**config.mk**
```make
export PLATFORM = sky130hd
export DESIGN_NAME = dcfg_top
export DESIGN_NICKNAME = d
export VERILOG_FILES = /design/src/verilog/dcfg_pkg.sv /design/src/verilog/dcfg_top.sv /design/src/verilog/dcfg_threshold.sv /design/src/verilog/dcfg_lane_steer.sv
export SDC_FILE = /design/constraint.sdc
export NUM_CORES = 1
export LEC_CHECK = 0
export BUFFER_PORTS_ARGS = -buffer_cell sky130_fd_sc_hd__buf_4
export CORE_UTILIZATION = 45
export DETAILED_ROUTE_END_ITERATION = 10
export PLACE_DENSITY = 0.82
export SKIP_CTS_REPAIR_TIMING = 1
export SYNTH_ARGS = -nofsm -noshare
export SYNTH_HDL_FRONTEND = slang
export SYNTH_SLANG_ARGS = --single-unit
export TNS_END_PERCENT = 5
```
**constraint.sdc**
```tcl
create_clock -name CLK_I -period 3.1 [get_ports CLK_I]
set_clock_uncertainty 0.1 [all_clocks]
set_input_delay 0.155 -clock CLK_I [delete_from_list [all_inputs] [get_ports CLK_I]]
set_output_delay 0.155 -clock CLK_I [all_outputs]
set_load 0.01 [all_outputs]
```
**src/verilog/dcfg_pkg.sv**
```systemverilog
// dcfg_pkg: register map, field positions, reset values and encodings
// for the data configuration block.
// assumes a 32-bit AXI4-Lite register port with byte addresses.
package dcfg_pkg;

	// register indices; byte address is four times the index
	localparam logic [7:0] DCFG_IDX_DATA_CONFIG = 8'h0e;
	localparam logic [7:0] DCFG_IDX_XMIT_CONFIG = 8'h0d;
	localparam logic [7:0] DCFG_IDX_REMOTE_START = 8'h10;
	localparam logic [7:0] DCFG_IDX_COMMAND = 8'h11;
	localparam logic [7:0] DCFG_IDX_STATUS = 8'h12;
	localparam int DCFG_ADDR_W = 8;

	// data_configuration fields
	localparam int DCFG_WORD_TRANSFER_SELECT = 0;
	localparam int DCFG_BYTE_ORDER_SELECT = 1;
	localparam int DCFG_LONG_ADDRESS_SELECT = 2;
	localparam int DCFG_LOOPBACK_SELECT = 3;
	localparam int DCFG_AUTO_INIT_REMOTE = 4;
	localparam int DCFG_FIFO_THRESHOLD_LOW = 5;
	localparam int DCFG_FIFO_THRESHOLD_HIGH = 6;
	localparam logic [7:0] DCFG_DATA_CONFIG_RST = 8'h04;
	localparam logic [6:0] DCFG_DATA_CONFIG_MASK = 7'h7f;

	// transmit_config_register loopback field
	localparam int DCFG_LOOPBACK_FIELD_LOW = 1;
	localparam int DCFG_LOOPBACK_FIELD_HIGH = 2;
	localparam logic [1:0] DCFG_LOOPBACK_RST = 2'h0;
	localparam logic [1:0] DCFG_LB_NORMAL = 2'h0;
	localparam logic [1:0] DCFG_LB_CONTROLLER = 2'h1;
	localparam logic [1:0] DCFG_LB_ENDEC = 2'h2;
	localparam logic [1:0] DCFG_LB_EXTERNAL = 2'h3;

	// command and status fields
	localparam int DCFG_CMD_SEND = 0;
	localparam int DCFG_ST_SEND_IGNORED = 0;
	localparam int DCFG_ST_BUS_REQUEST = 1;
	localparam int DCFG_ST_LOOPBACK = 2;
	localparam int DCFG_ST_CONFIG_LSB = 8;
	localparam logic [15:0] DCFG_REMOTE_START_RST = 16'h0000;

	// AXI responses
	localparam logic [1:0] DCFG_RESP_OKAY = 2'h0;
	localparam logic [1:0] DCFG_RESP_SLVERR = 2'h2;

	// fifo threshold in transfer units (words in word mode, bytes otherwise)
	function automatic logic [4:0] dcfg_threshold(input logic [1:0] ft, input logic word_mode);
		logic [4:0] t;
		t = 5'h00;
		case (ft)
			2'h0: t = word_mode ? 5'h01 : 5'h02;
			2'h1: t = word_mode ? 5'h02 : 5'h04;
			2'h2: t = word_mode ? 5'h04 : 5'h08;
			default: t = word_mode ? 5'h06 : 5'h0c;
		endcase
		return t;
	endfunction : dcfg_threshold

endpackage : dcfg_pkg

```
**src/verilog/dcfg_top.sv**
```systemverilog
// dcfg_top: data configuration register bank behind an AXI4-Lite slave,
// driving the DMA mode, addressing, loopback and bus request controls.
// assumes one clock, synchronous DMA-side inputs and a well-behaved master.
`timescale 1ns/100ps

module dcfg_top
	import dcfg_pkg::*;
(
	// clock and reset
	input wire logic CLK_I,
	input wire logic RSTN_I,
	// AXI4-Lite write address
	input wire logic [7:0] AXI_AWADDR_I,
	input wire logic AXI_AWVALID_I,
	output logic AXI_AWREADY_O,
	// AXI4-Lite write data
	input wire logic [31:0] AXI_WDATA_I,
	input wire logic [3:0] AXI_WSTRB_I,
	input wire logic AXI_WVALID_I,
	output logic AXI_WREADY_O,
	// AXI4-Lite write response
	output logic [1:0] AXI_BRESP_O,
	output logic AXI_BVALID_O,
	input wire logic AXI_BREADY_I,
	// AXI4-Lite read address
	input wire logic [7:0] AXI_ARADDR_I,
	input wire logic AXI_ARVALID_I,
	output logic AXI_ARREADY_O,
	// AXI4-Lite read data
	output logic [31:0] AXI_RDATA_O,
	output logic [1:0] AXI_RRESP_O,
	output logic AXI_RVALID_O,
	input wire logic AXI_RREADY_I,
	// receive fifo side
	input wire logic RX_ACTIVE_I,
	input wire logic [4:0] FIFO_BYTES_I,
	output logic BUS_REQUEST_O,
	// DMA mode controls
	output logic WORD_MODE_O,
	output logic BYTE_ORDER_O,
	output logic DUAL_CHANNEL_O,
	output logic [15:0] UPPER_ADDR_O,
	output logic AUTO_INIT_O,
	// loopback controls
	output logic LOOPBACK_O,
	output logic [1:0] LOOPBACK_MODE_O,
	output logic ENDEC_LOOPBACK_O,
	// memory data lanes
	input wire logic [15:0] DMA_DATA_I,
	output logic [15:0] MEM_DATA_O
);
	typedef enum logic [1:0] {DCFG_WR_COLLECT = 2'b01, DCFG_WR_RESP = 2'b10} dcfg_wr_e;
	typedef enum logic [1:0] {DCFG_RD_IDLE = 2'b01, DCFG_RD_RESP = 2'b10} dcfg_rd_e;

	// maps a byte address to a register index, flags a mapped hit
	function automatic logic dcfg_hit(input logic [7:0] addr, input logic [7:0] idx);
		return addr[7:2] == idx[5:0];
	endfunction : dcfg_hit

	function automatic logic dcfg_mapped(input logic [7:0] addr);
		return dcfg_hit(addr, DCFG_IDX_DATA_CONFIG) || dcfg_hit(addr, DCFG_IDX_XMIT_CONFIG) ||
			dcfg_hit(addr, DCFG_IDX_REMOTE_START) || dcfg_hit(addr, DCFG_IDX_COMMAND) ||
			dcfg_hit(addr, DCFG_IDX_STATUS);
	endfunction : dcfg_mapped

	// write channel state
	dcfg_wr_e wr_st_d, wr_st_q;
	logic aw_have_d, aw_have_q, w_have_d, w_have_q, commit;
	logic aw_ready_d, aw_ready_q, w_ready_d, w_ready_q, bvalid_d, bvalid_q;
	logic [7:0] aw_addr_d, aw_addr_q;
	logic [31:0] w_data_d, w_data_q;
	logic [3:0] w_strb_d, w_strb_q;
	logic [1:0] bresp_d, bresp_q;

	// read channel state
	dcfg_rd_e rd_st_d, rd_st_q;
	logic ar_ready_d, ar_ready_q, rvalid_d, rvalid_q;
	logic [31:0] rdata_d, rdata_q;
	logic [1:0] rresp_d, rresp_q;

	// configuration and status
	logic [6:0] config_d, config_q;
	logic [1:0] lb_field_d, lb_field_q;
	logic [15:0] remote_start_d, remote_start_q;
	logic send_ignored_d, send_ignored_q, auto_init_d, auto_init_q;

	// registered mode outputs
	logic word_mode_d, word_mode_q, byte_order_d, byte_order_q, dual_d, dual_q;
	logic loopback_d, loopback_q, endec_d, endec_q, bus_request;
	logic [15:0] upper_d, upper_q;
	logic [1:0] lb_mode_d, lb_mode_q;

	// write path: address and data are taken independently, then committed
	always_comb begin
		wr_st_d = wr_st_q;
		aw_have_d = aw_have_q;
		w_have_d = w_have_q;
		aw_addr_d = aw_addr_q;
		w_data_d = w_data_q;
		w_strb_d = w_strb_q;
		bresp_d = bresp_q;
		commit = 1'b0;
		case (wr_st_q)
			DCFG_WR_COLLECT: begin
				if (aw_have_q && w_have_q) begin
					commit = 1'b1;
					aw_have_d = 1'b0;
					w_have_d = 1'b0;
					bresp_d = dcfg_mapped(aw_addr_q) ? DCFG_RESP_OKAY : DCFG_RESP_SLVERR;
					wr_st_d = DCFG_WR_RESP;
				end else begin
					if (AXI_AWVALID_I && !aw_have_q) begin
						aw_have_d = 1'b1;
						aw_addr_d = AXI_AWADDR_I;
					end
					if (AXI_WVALID_I && !w_have_q) begin
						w_have_d = 1'b1;
						w_data_d = AXI_WDATA_I;
						w_strb_d = AXI_WSTRB_I;
					end
				end
			end
			DCFG_WR_RESP: begin
				if (AXI_BREADY_I) begin
					wr_st_d = DCFG_WR_COLLECT;
				end
			end
			default: begin
				wr_st_d = DCFG_WR_COLLECT;
			end
		endcase
		// handshake flags are registered so every port comes from a flop
		aw_ready_d = (wr_st_d == DCFG_WR_COLLECT) && !aw_have_d;
		w_ready_d = (wr_st_d == DCFG_WR_COLLECT) && !w_have_d;
		bvalid_d = (wr_st_d == DCFG_WR_RESP);
	end

	// register writes and hardware-set state
	always_comb begin
		config_d = config_q;
		lb_field_d = lb_field_q;
		remote_start_d = remote_start_q;
		send_ignored_d = send_ignored_q;
		auto_init_d = 1'b0;
		if (commit && w_strb_q[0]) begin
			// narrow registers live in lane 0; other lanes are dropped
			if (dcfg_hit(aw_addr_q, DCFG_IDX_DATA_CONFIG)) begin
				config_d = w_data_q[6:0] & DCFG_DATA_CONFIG_MASK;
			end
			if (dcfg_hit(aw_addr_q, DCFG_IDX_XMIT_CONFIG)) begin
				lb_field_d = w_data_q[DCFG_LOOPBACK_FIELD_HIGH:DCFG_LOOPBACK_FIELD_LOW];
			end
			if (dcfg_hit(aw_addr_q, DCFG_IDX_STATUS) && w_data_q[DCFG_ST_SEND_IGNORED]) begin
				send_ignored_d = 1'b0;
			end
			if (dcfg_hit(aw_addr_q, DCFG_IDX_COMMAND) && w_data_q[DCFG_CMD_SEND]) begin
				if (config_q[DCFG_AUTO_INIT_REMOTE]) begin
					auto_init_d = 1'b1;
				end else begin
					// set after the clear so a refused send is never lost
					send_ignored_d = 1'b1;
				end
			end
		end
		if (commit && dcfg_hit(aw_addr_q, DCFG_IDX_REMOTE_START)) begin
			if (w_strb_q[0]) begin
				remote_start_d[7:0] = w_data_q[7:0];
			end
			if (w_strb_q[1]) begin
				remote_start_d[15:8] = w_data_q[15:8];
			end
		end
	end

	// read path; write-only registers read as zero
	always_comb begin
		rd_st_d = rd_st_q;
		rdata_d = rdata_q;
		rresp_d = rresp_q;
		case (rd_st_q)
			DCFG_RD_IDLE: begin
				if (AXI_ARVALID_I) begin
					rd_st_d = DCFG_RD_RESP;
					rdata_d = 32'h0000_0000;
					rresp_d = dcfg_mapped(AXI_ARADDR_I) ? DCFG_RESP_OKAY : DCFG_RESP_SLVERR;
					if (dcfg_hit(AXI_ARADDR_I, DCFG_IDX_REMOTE_START)) begin
						rdata_d = {16'h0000, remote_start_q};
					end
					if (dcfg_hit(AXI_ARADDR_I, DCFG_IDX_STATUS)) begin
						rdata_d[DCFG_ST_SEND_IGNORED] = send_ignored_q;
						rdata_d[DCFG_ST_BUS_REQUEST] = bus_request;
						rdata_d[DCFG_ST_LOOPBACK] = loopback_q;
						rdata_d[DCFG_ST_CONFIG_LSB +: 7] = config_q;
					end
				end
			end
			DCFG_RD_RESP: begin
				if (AXI_RREADY_I) begin
					rd_st_d = DCFG_RD_IDLE;
				end
			end
			default: begin
				rd_st_d = DCFG_RD_IDLE;
			end
		endcase
		ar_ready_d = (rd_st_d == DCFG_RD_IDLE);
		rvalid_d = (rd_st_d == DCFG_RD_RESP);
	end

	// mode outputs decoded from the stored configuration
	always_comb begin
		word_mode_d = config_q[DCFG_WORD_TRANSFER_SELECT];
		byte_order_d = config_q[DCFG_BYTE_ORDER_SELECT] & config_q[DCFG_WORD_TRANSFER_SELECT];
		dual_d = !config_q[DCFG_LONG_ADDRESS_SELECT];
		// upper address only leaves the chip in 32-bit mode
		upper_d = config_q[DCFG_LONG_ADDRESS_SELECT] ? remote_start_q : 16'h0000;
		loopback_d = !config_q[DCFG_LOOPBACK_SELECT];
		// loopback mode needs both a cleared select bit and a non-normal field
		lb_mode_d = config_q[DCFG_LOOPBACK_SELECT] ? DCFG_LB_NORMAL : lb_field_q;
		endec_d = !config_q[DCFG_LOOPBACK_SELECT] && (lb_field_q == DCFG_LB_ENDEC);
	end

	always_ff @(posedge CLK_I or negedge RSTN_I) begin
		if (!RSTN_I) begin
			wr_st_q <= DCFG_WR_COLLECT;
			aw_have_q <= 1'b0;
			w_have_q <= 1'b0;
			aw_addr_q <= 8'h00;
			w_data_q <= 32'h0000_0000;
			w_strb_q <= 4'h0;
			bresp_q <= DCFG_RESP_OKAY;
			rd_st_q <= DCFG_RD_IDLE;
			rdata_q <= 32'h0000_0000;
			rresp_q <= DCFG_RESP_OKAY;
			aw_ready_q <= 1'b1;
			w_ready_q <= 1'b1;
			bvalid_q <= 1'b0;
			ar_ready_q <= 1'b1;
			rvalid_q <= 1'b0;
			config_q <= DCFG_DATA_CONFIG_RST[6:0];
			lb_field_q <= DCFG_LOOPBACK_RST;
			remote_start_q <= DCFG_REMOTE_START_RST;
			send_ignored_q <= 1'b0;
			auto_init_q <= 1'b0;
			word_mode_q <= 1'b0;
			byte_order_q <= 1'b0;
			dual_q <= 1'b0;
			upper_q <= 16'h0000;
			loopback_q <= 1'b0;
			lb_mode_q <= DCFG_LB_NORMAL;
			endec_q <= 1'b0;
		end else begin
			wr_st_q <= wr_st_d;
			aw_have_q <= aw_have_d;
			w_have_q <= w_have_d;
			aw_addr_q <= aw_addr_d;
			w_data_q <= w_data_d;
			w_strb_q <= w_strb_d;
			bresp_q <= bresp_d;
			rd_st_q <= rd_st_d;
			rdata_q <= rdata_d;
			rresp_q <= rresp_d;
			aw_ready_q <= aw_ready_d;
			w_ready_q <= w_ready_d;
			bvalid_q <= bvalid_d;
			ar_ready_q <= ar_ready_d;
			rvalid_q <= rvalid_d;
			config_q <= config_d;
			lb_field_q <= lb_field_d;
			remote_start_q <= remote_start_d;
			send_ignored_q <= send_ignored_d;
			auto_init_q <= auto_init_d;
			word_mode_q <= word_mode_d;
			byte_order_q <= byte_order_d;
			dual_q <= dual_d;
			upper_q <= upper_d;
			loopback_q <= loopback_d;
			lb_mode_q <= lb_mode_d;
			endec_q <= endec_d;
		end
	end

	dcfg_threshold u_threshold (
		.clk_i(CLK_I),
		.rstn_i(RSTN_I),
		.fifo_threshold_i(config_q[DCFG_FIFO_THRESHOLD_HIGH:DCFG_FIFO_THRESHOLD_LOW]),
		.word_mode_i(config_q[DCFG_WORD_TRANSFER_SELECT]),
		.rx_active_i(RX_ACTIVE_I),
		.fifo_bytes_i(FIFO_BYTES_I),
		.bus_request_o(bus_request)
	);

	dcfg_lane_steer u_lane_steer (
		.clk_i(CLK_I),
		.rstn_i(RSTN_I),
		.word_mode_i(config_q[DCFG_WORD_TRANSFER_SELECT]),
		.byte_order_i(config_q[DCFG_BYTE_ORDER_SELECT]),
		.data_i(DMA_DATA_I),
		.lanes_o(MEM_DATA_O)
	);

	// a taken item drops its ready in the next cycle
	assign AXI_AWREADY_O = aw_ready_q;
	assign AXI_WREADY_O = w_ready_q;
	assign AXI_BVALID_O = bvalid_q;
	assign AXI_BRESP_O = bresp_q;
	assign AXI_ARREADY_O = ar_ready_q;
	assign AXI_RVALID_O = rvalid_q;
	assign AXI_RDATA_O = rdata_q;
	assign AXI_RRESP_O = rresp_q;
	assign BUS_REQUEST_O = bus_request;
	assign WORD_MODE_O = word_mode_q;
	assign BYTE_ORDER_O = byte_order_q;
	assign DUAL_CHANNEL_O = dual_q;
	assign UPPER_ADDR_O = upper_q;
	assign AUTO_INIT_O = auto_init_q;
	assign LOOPBACK_O = loopback_q;
	assign LOOPBACK_MODE_O = lb_mode_q;
	assign ENDEC_LOOPBACK_O = endec_q;

endmodule : dcfg_top

```
**src/verilog/dcfg_threshold.sv**
```systemverilog
// dcfg_threshold: raises the bus request once the receive fifo holds
// the programmed threshold.
// assumes the fifo level is counted in bytes and is synchronous to CLK.
`timescale 1ns/100ps
module dcfg_threshold
	import dcfg_pkg::*;
(
	// clock and reset
	input wire logic clk_i,
	input wire logic rstn_i,
	// configuration
	input wire logic [1:0] fifo_threshold_i,
	input wire logic word_mode_i,
	// fifo state
	input wire logic rx_active_i,
	input wire logic [4:0] fifo_bytes_i,
	// request
	output logic bus_request_o
);
	logic bus_request_d;
	logic bus_request_q;
	logic [4:0] level;

	always_comb begin
		// word mode counts whole words only; a half word does not count
		level = word_mode_i ? {1'b0, fifo_bytes_i[4:1]} : fifo_bytes_i;
		bus_request_d = rx_active_i && (level >= dcfg_threshold(fifo_threshold_i, word_mode_i));
	end

	always_ff @(posedge clk_i or negedge rstn_i) begin
		if (!rstn_i) begin
			bus_request_q <= 1'b0;
		end else begin
			bus_request_q <= bus_request_d;
		end
	end

	assign bus_request_o = bus_request_q;

endmodule : dcfg_threshold

```
**src/verilog/dcfg_lane_steer.sv**
```systemverilog
// dcfg_lane_steer: places DMA data on the memory data lanes.
// assumes input data as {most significant byte, least significant byte}.
`timescale 1ns/100ps
module dcfg_lane_steer
	import dcfg_pkg::*;
(
	// clock and reset
	input wire logic clk_i,
	input wire logic rstn_i,
	// configuration
	input wire logic word_mode_i,
	input wire logic byte_order_i,
	// data
	input wire logic [15:0] data_i,
	output logic [15:0] lanes_o
);
	logic [15:0] lanes_d;
	logic [15:0] lanes_q;

	always_comb begin
		lanes_d = data_i;
		// byte-wide transfers always use the low lane
		if (!word_mode_i) begin
			lanes_d = {8'h00, data_i[7:0]};
		end else if (byte_order_i) begin
			lanes_d = {data_i[7:0], data_i[15:8]};
		end
	end

	always_ff @(posedge clk_i or negedge rstn_i) begin
		if (!rstn_i) begin
			lanes_q <= 16'h0000;
		end else begin
			lanes_q <= lanes_d;
		end
	end

	assign lanes_o = lanes_q;

endmodule : dcfg_lane_steer

```
Word level (Yosys, flattened, before mapping)
Index checks and enable logic that the tools add are counted.
{ "totals": {"ff_bits": 140, "input_bits": 81, "wordCells": 123} }
{ "classes": {"magnitude_cmp": 1, "eq_ne": 21, "muxes": 35, "bitwise_logic": 2, "reduce_logical": 34} }
{ "op_table": {"columns": ["cell", "n"], "rows": [
  ["16-bit 2-to-1 mux", 4],
  ["6-bit by 5-bit == test with 1-bit output (second input constant)", 6],
  ["6-bit by 4-bit == test with 1-bit output (second input constant)", 4],
  ["2-bit 2-to-1 mux", 8],
  ["5-bit case mux with 3 select lines", 1],
  ["1-bit 2-to-1 mux", 14],
  ["2-bit == test (second input constant)", 6],
  ["2-bit AND reduction", 6],
  ["1-bit logical AND", 11],
  ["2-bit by 1-bit == test with 1-bit output (second input constant)", 5],
  ["1-bit logical OR", 8],
  ["4-bit 2-to-1 mux", 2],
  ["2-bit case mux with 2 select lines", 2],
  ["7-bit 2-to-1 mux", 1],
  ["1-bit logical NOT", 6],
  ["3-bit 2-to-1 mux", 2],
  ["3-bit AND reduction", 2],
  ["5-bit greater-or-equal comparator", 1],
  ["5-bit 2-to-1 mux", 1],
  ["2-bit logical NOT", 1],
  ["1-bit bitwise AND", 1],
  ["1-bit inverter", 1]
]} }

Depth between registers and ports, before layout
{ "depth": {"word_depth": 7, "ltp_mapped": 9} }

Hierarchy
A second synthesis with hierarchy kept.
{ "unflattened": {"cells_unflattened": 369, "area_unflattened_um2": 5043.6} }
{ "modules_own_cells": {"columns": ["mod", "instances", "cells_each", "area_each_um2", "seq_area_each_um2"], "rows": [
  ["dcfg_top", 1, 306, 4167.7, 2585.0],
  ["dcfg_lane_steer", 1, 42, 669.4, 400.4],
  ["dcfg_threshold", 1, 21, 206.4, 25.0]
]} }

Least setup slack after synthesis
No wires, ideal clock.
{ "synth_timing": {"path_kind": "register -> register", "start": "register wr_st_q[0]", "end": "register config_q[0]", "setup_time_ns": 0.125, "arrival_time_ns": 1.904, "t_required_ns": 2.875, "setup_slack_ns": 0.971, "stages_incl_launch_ff": 8, "path_buffers": 2, "period_less_slack_ns": 2.129, "cell_sequence": "dfstp_2 > ha_1 > buf_4 > and3_1 > buf_4 > nand3_4 > nor4_4 > mux2_2"} }
{ "synth_via": {"elab_chain_cells": 4} }
{ "synth_lines": {"columns": ["item", "line_no", "text"], "rows": [
  ["start: declaration", "dcfg_top.sv:67", "dcfg_wr_e wr_st_d, wr_st_q;"],
  ["start signal: assignment", "dcfg_top.sv:253", "wr_st_q <= wr_st_d;"],
  ["2-bit by 1-bit == test with 1-bit output", "dcfg_top.sv:103", "case (wr_st_q)"],
  ["1-bit 2-to-1 mux", "dcfg_top.sv:103", null],
  ["1-bit logical AND", "dcfg_top.sv:145", "if (commit && w_strb_q[0]) begin"],
  ["2-bit AND reduction (no source line)", null, null],
  ["end signal: assignment", "dcfg_top.sv:240", "config_q <= DCFG_DATA_CONFIG_RST[6:0];"],
  ["end signal: assignment", "dcfg_top.sv:268", "config_q <= config_d;"],
  ["end: declaration", "dcfg_top.sv:82", "logic [6:0] config_d, config_q;"]
]} }
No other way between the ends.
A chain may end at the register's enable or synchronous reset.

Worst setup path after layout
{ "layout_timing": {"start": "register config_q[0]", "end": "register u_threshold.bus_request_q, in the netlist u_threshold.bus_request_o"} }
{ "layout_via": {"elab_chain_cells": 4, "word_cells_on_any_way": 8, "classes_between": "1 x order compare; 6 x mux; 1 x reduce/logical"} }
{ "layout_lines": {"columns": ["item", "line_no", "text"], "rows": [
  ["2-bit 2-to-1 mux, or another cell as far along", "dcfg_pkg.sv:51", "2'h0: t = word_mode ? 5'h01 : 5'h02;"],
  ["5-bit case mux with 3 select lines", "dcfg_pkg.sv:50", "case (ft)"],
  ["5-bit greater-or-equal comparator (*)", "dcfg_threshold.sv:27", "bus_request_d = rx_active_i && (level >= dcfg_threshold(fifo_threshold_i, word_mode_i));"],
  ["1-bit logical AND (*)", "dcfg_threshold.sv:27", null],
  ["named net u_threshold.bus_request_d", "dcfg_threshold.sv:20", "logic bus_request_d;"],
  ["end signal: assignment", "dcfg_threshold.sv:34", "bus_request_q <= bus_request_d;"],
  ["end: declaration", "dcfg_threshold.sv:21", "logic bus_request_q;"]
]} }
Mark *: on every way through the listed nets, which the timed path passes. The rest lies on a longest branch.

==> flow_summary_export.csv <==
group,metric,value,unit
status,status,"completed",
critical_path,endpoint,"u_threshold.bus_request_o",
critical_path,path_depth,8,
drt,routed-wl-met2,5870,µm
timing,setup_violations,0,
grt,grt_pass1_wl,16600,µm
drt,drt-total-wl,11200,µm
critical_path,cp.arrival,3230,ps
drt,viasPerCell,4.82,
drt,drtIter0Drc,159,
floorplanning,ios,163,
floorplanning,die_area,0.0115,mm²
layout,nets,664,
drt,wl_met1,4640,µm
critical_path,r2r_end,"u_threshold.bus_request_o",
power,p_leak,3.49,nW
critical_path,crit_fanout,12,
yosys,ys_seq_area_frac,0.602,
cts,clkTransAtPathRegs,60,ps
yosys,avgSynthCellArea,12.9,µm²
floorplanning,core,0.0108,mm²
yosys,ys_seq_elements,120,
yosys,yosysWarningCount,0,
timing,max_slew_margin,0.385,
timing,maxSlewViolCount,0,
place,pre_cts_ws,618,ps
critical_path,r2r_slack,160,ps
grt,first_global_vias,3376,
floorplanning,die_y,107,µm
yosys,ys.flop_type,"dfrtp_1",
yosys,synthArstFlopShare,1.00,
drt,drc,0,
yosys,synth_area,0.00500,mm²
yosys,synthCells,387,
critical_path,cpPeakStageDelay,580,ps
power,peakVddDrop,493,µV
drt,route.met3.wl,525,µm
place,dpl-instance-area,0.00598,mm²
yosys,synth_edf_count,0,
drt,top_layer_used,"met4",
critical_path,r2r_start,"config_q[0]",
timing,period_minus_slack,2940,ps
cts,cts_tree,"yes",
cts,htree_levels,4,
grt,grtUsageTotal,0.194,
yosys,yosys.area.top_type,"dfrtp_1",
critical_path,cp-start-kind,"register",
place,place.gp.congestion,0.780,
power,p_per_area,794,mW/mm²
cts,cts.path.max_buffers,2,
timing,final.setup.worst_slack,160,ps
grt,grt_start_max_net_pins,68,
critical_path,required,3390,ps
timing,setup_tns,0,ps
critical_path,crit_family,"buffers and inverters",
layout,finalInstanceArea,0.00725,mm²
cts,numCtsBuffers,17,
timing,finalHoldViolations,0,
layout,area_growth,44.9,%
critical_path,path_common_cell,"dlygate4sd3_1",
drt,ant_nets,0,
floorplanning,rows,38,
cts,cts.sinks,120,
floorplanning,initial_core_util,0.461,
critical_path,cp-end-kind,"register",
power,power,5.75,mW
layout,antenna_cells,0,
timing,fin_crit_sh,0.948,
drt,vias,3510,
cts,clk_latency,520,ps
timing,fmax,340,MHz
drt,first_pass_iters,5,
critical_path,worst-path-buf-inv,3,
place,dp.final_hpwl,7430,µm
grt,antenna_found_initial,0,
flow_run,cap_violations,0,
critical_path,crit_start,"config_q[0]",
grt,overflow,0,
layout,layout_commonest_cell,"buf_4",
yosys,ys_top_cells_by_area,"dfrtp_1 57%, mux2_2 14%, mux2i_1 4.0%",
critical_path,crit_type,"register to register",
critical_path,cp_cell_sequence,"inv_1, nand2_1, ha_1, a21o_1, o21ai_0, dlygate4sd3_1, a21oi_1, dlygate4sd3_1",
layout,layout-drive-gt1-share,0.386,
critical_path,critPathSlowestCell,"dlygate4sd3_1",
layout,layout_common_cells,"123 x buf_4, 114 x dfrtp_1, 61 x dlygate4sd3_1",
timing,tightest_slew,920,ps
drt,wl_per_cell,15.3,µm
yosys,synth_top_area_share,0.570,
yosys,ys_types,37,
cts,cts_root_buffer,"clkbuf_8",
critical_path,reg2reg_depth,8,
worst_hold_path,hp-class,"primary input to register",
place,port_buffers,122,
floorplanning,die_x,107,µm
==> worst min-delay path by stage <==
stage | from | end | slack (ps) | cells past startpoint
floorplan | RSTN_I | AUTO_INIT_O | -240 | 0
global placement | RSTN_I | w_have_q | 200 | 1
detailed placement | RSTN_I | w_have_q | 210 | 1
CTS | RSTN_I | w_have_q | -330 | 1
global route | AXI_ARADDR_I[3] | AXI_RDATA_O[8] | 30 | 3
finish | AXI_ARADDR_I[3] | AXI_RDATA_O[14] | 20 | 3
==> sequential cells by signal, summed over array words and instances, names as in the netlist, 2 cells and up <==
name	count
u_lane_steer.lanes_o	16
aw_addr_q	6
AXI_RDATA_O	16
wr_st_q	2
w_strb_q	2
config_q	7
LOOPBACK_MODE_O	2
w_data_q	16
UPPER_ADDR_O	16
lb_field_q	2
remote_start_q	16
rd_st_q	2
==> final cells by class <==
| class | count | area, µm² |
|---|---|---|
| clock buffers | 20 | 455 |
| clock inverters | 12 | 196 |
| fillers | 811 | 3590 |
| inverters | 11 | 41.3 |
| multi-input cells | 240 | 1810 |
| flip-flops and latches | 120 | 3010 |
| well taps | 140 | 175 |
| repair buffers | 185 | 1550 |
==> tightest hold or removal path, cell delays in order <==
cell and delay [ps]:
buf_4 190, mux2i_1 160, o31ai_1 80
==> per-layer routing <==
layer  global-route usage  up-vias
met5                    0        -
met4               0.0753        0
met3               0.0515       13
met2                0.322      110
met1                0.240     1711
li1                     -     1676
==> where the power goes <==
| group | total (mW) | leakage (nW) | internal [mW] | switching [mW] |
|---|---|---|---|---|
| logic | 1.27 | 1.63 | 0.702 | 0.565 |
| clock network | 2.14 | 0.313 | 1.45 | 0.690 |
| registers | 2.35 | 1.55 | 1.99 | 0.360 |
==> synth_stat cells (all sizes together), types with 8 or more instances <==
library cell,count
a21oi,11
and2,17
buf,22
clkbuf,11
dfrtp,114
ha,8
inv,11
mux2,61
mux2i,20
nand2,28
nor2,17
o21ai,11
o31ai,10
==> metrics by stage <==
step	hold WS, ps	utilization	cells
2_1_floorplan	-241	-	404
3_3_place_gp	200	0.552	635
3_5_place_dp	212	0.552	635
4_1_cts	-333	0.612	667
5_1_grt	25.8	0.668	728
6_report	20.1	0.668	728
==> logic make-up after synthesis <==
kind of cell / after synthesis / share of synthesized area
buffers and inverters: 44 / 0.0483
AO/OA/AOI/OAI: 41 / 0.0510
multiplexers: 81 / 0.177
flip-flops: 120 / 0.602
adder cells (fa/ha/maj): 8 / 0.0200
other: 1 / 0.000750
AND/OR/NAND/NOR: 92 / 0.101
Power figures use the tool's default switching activity.
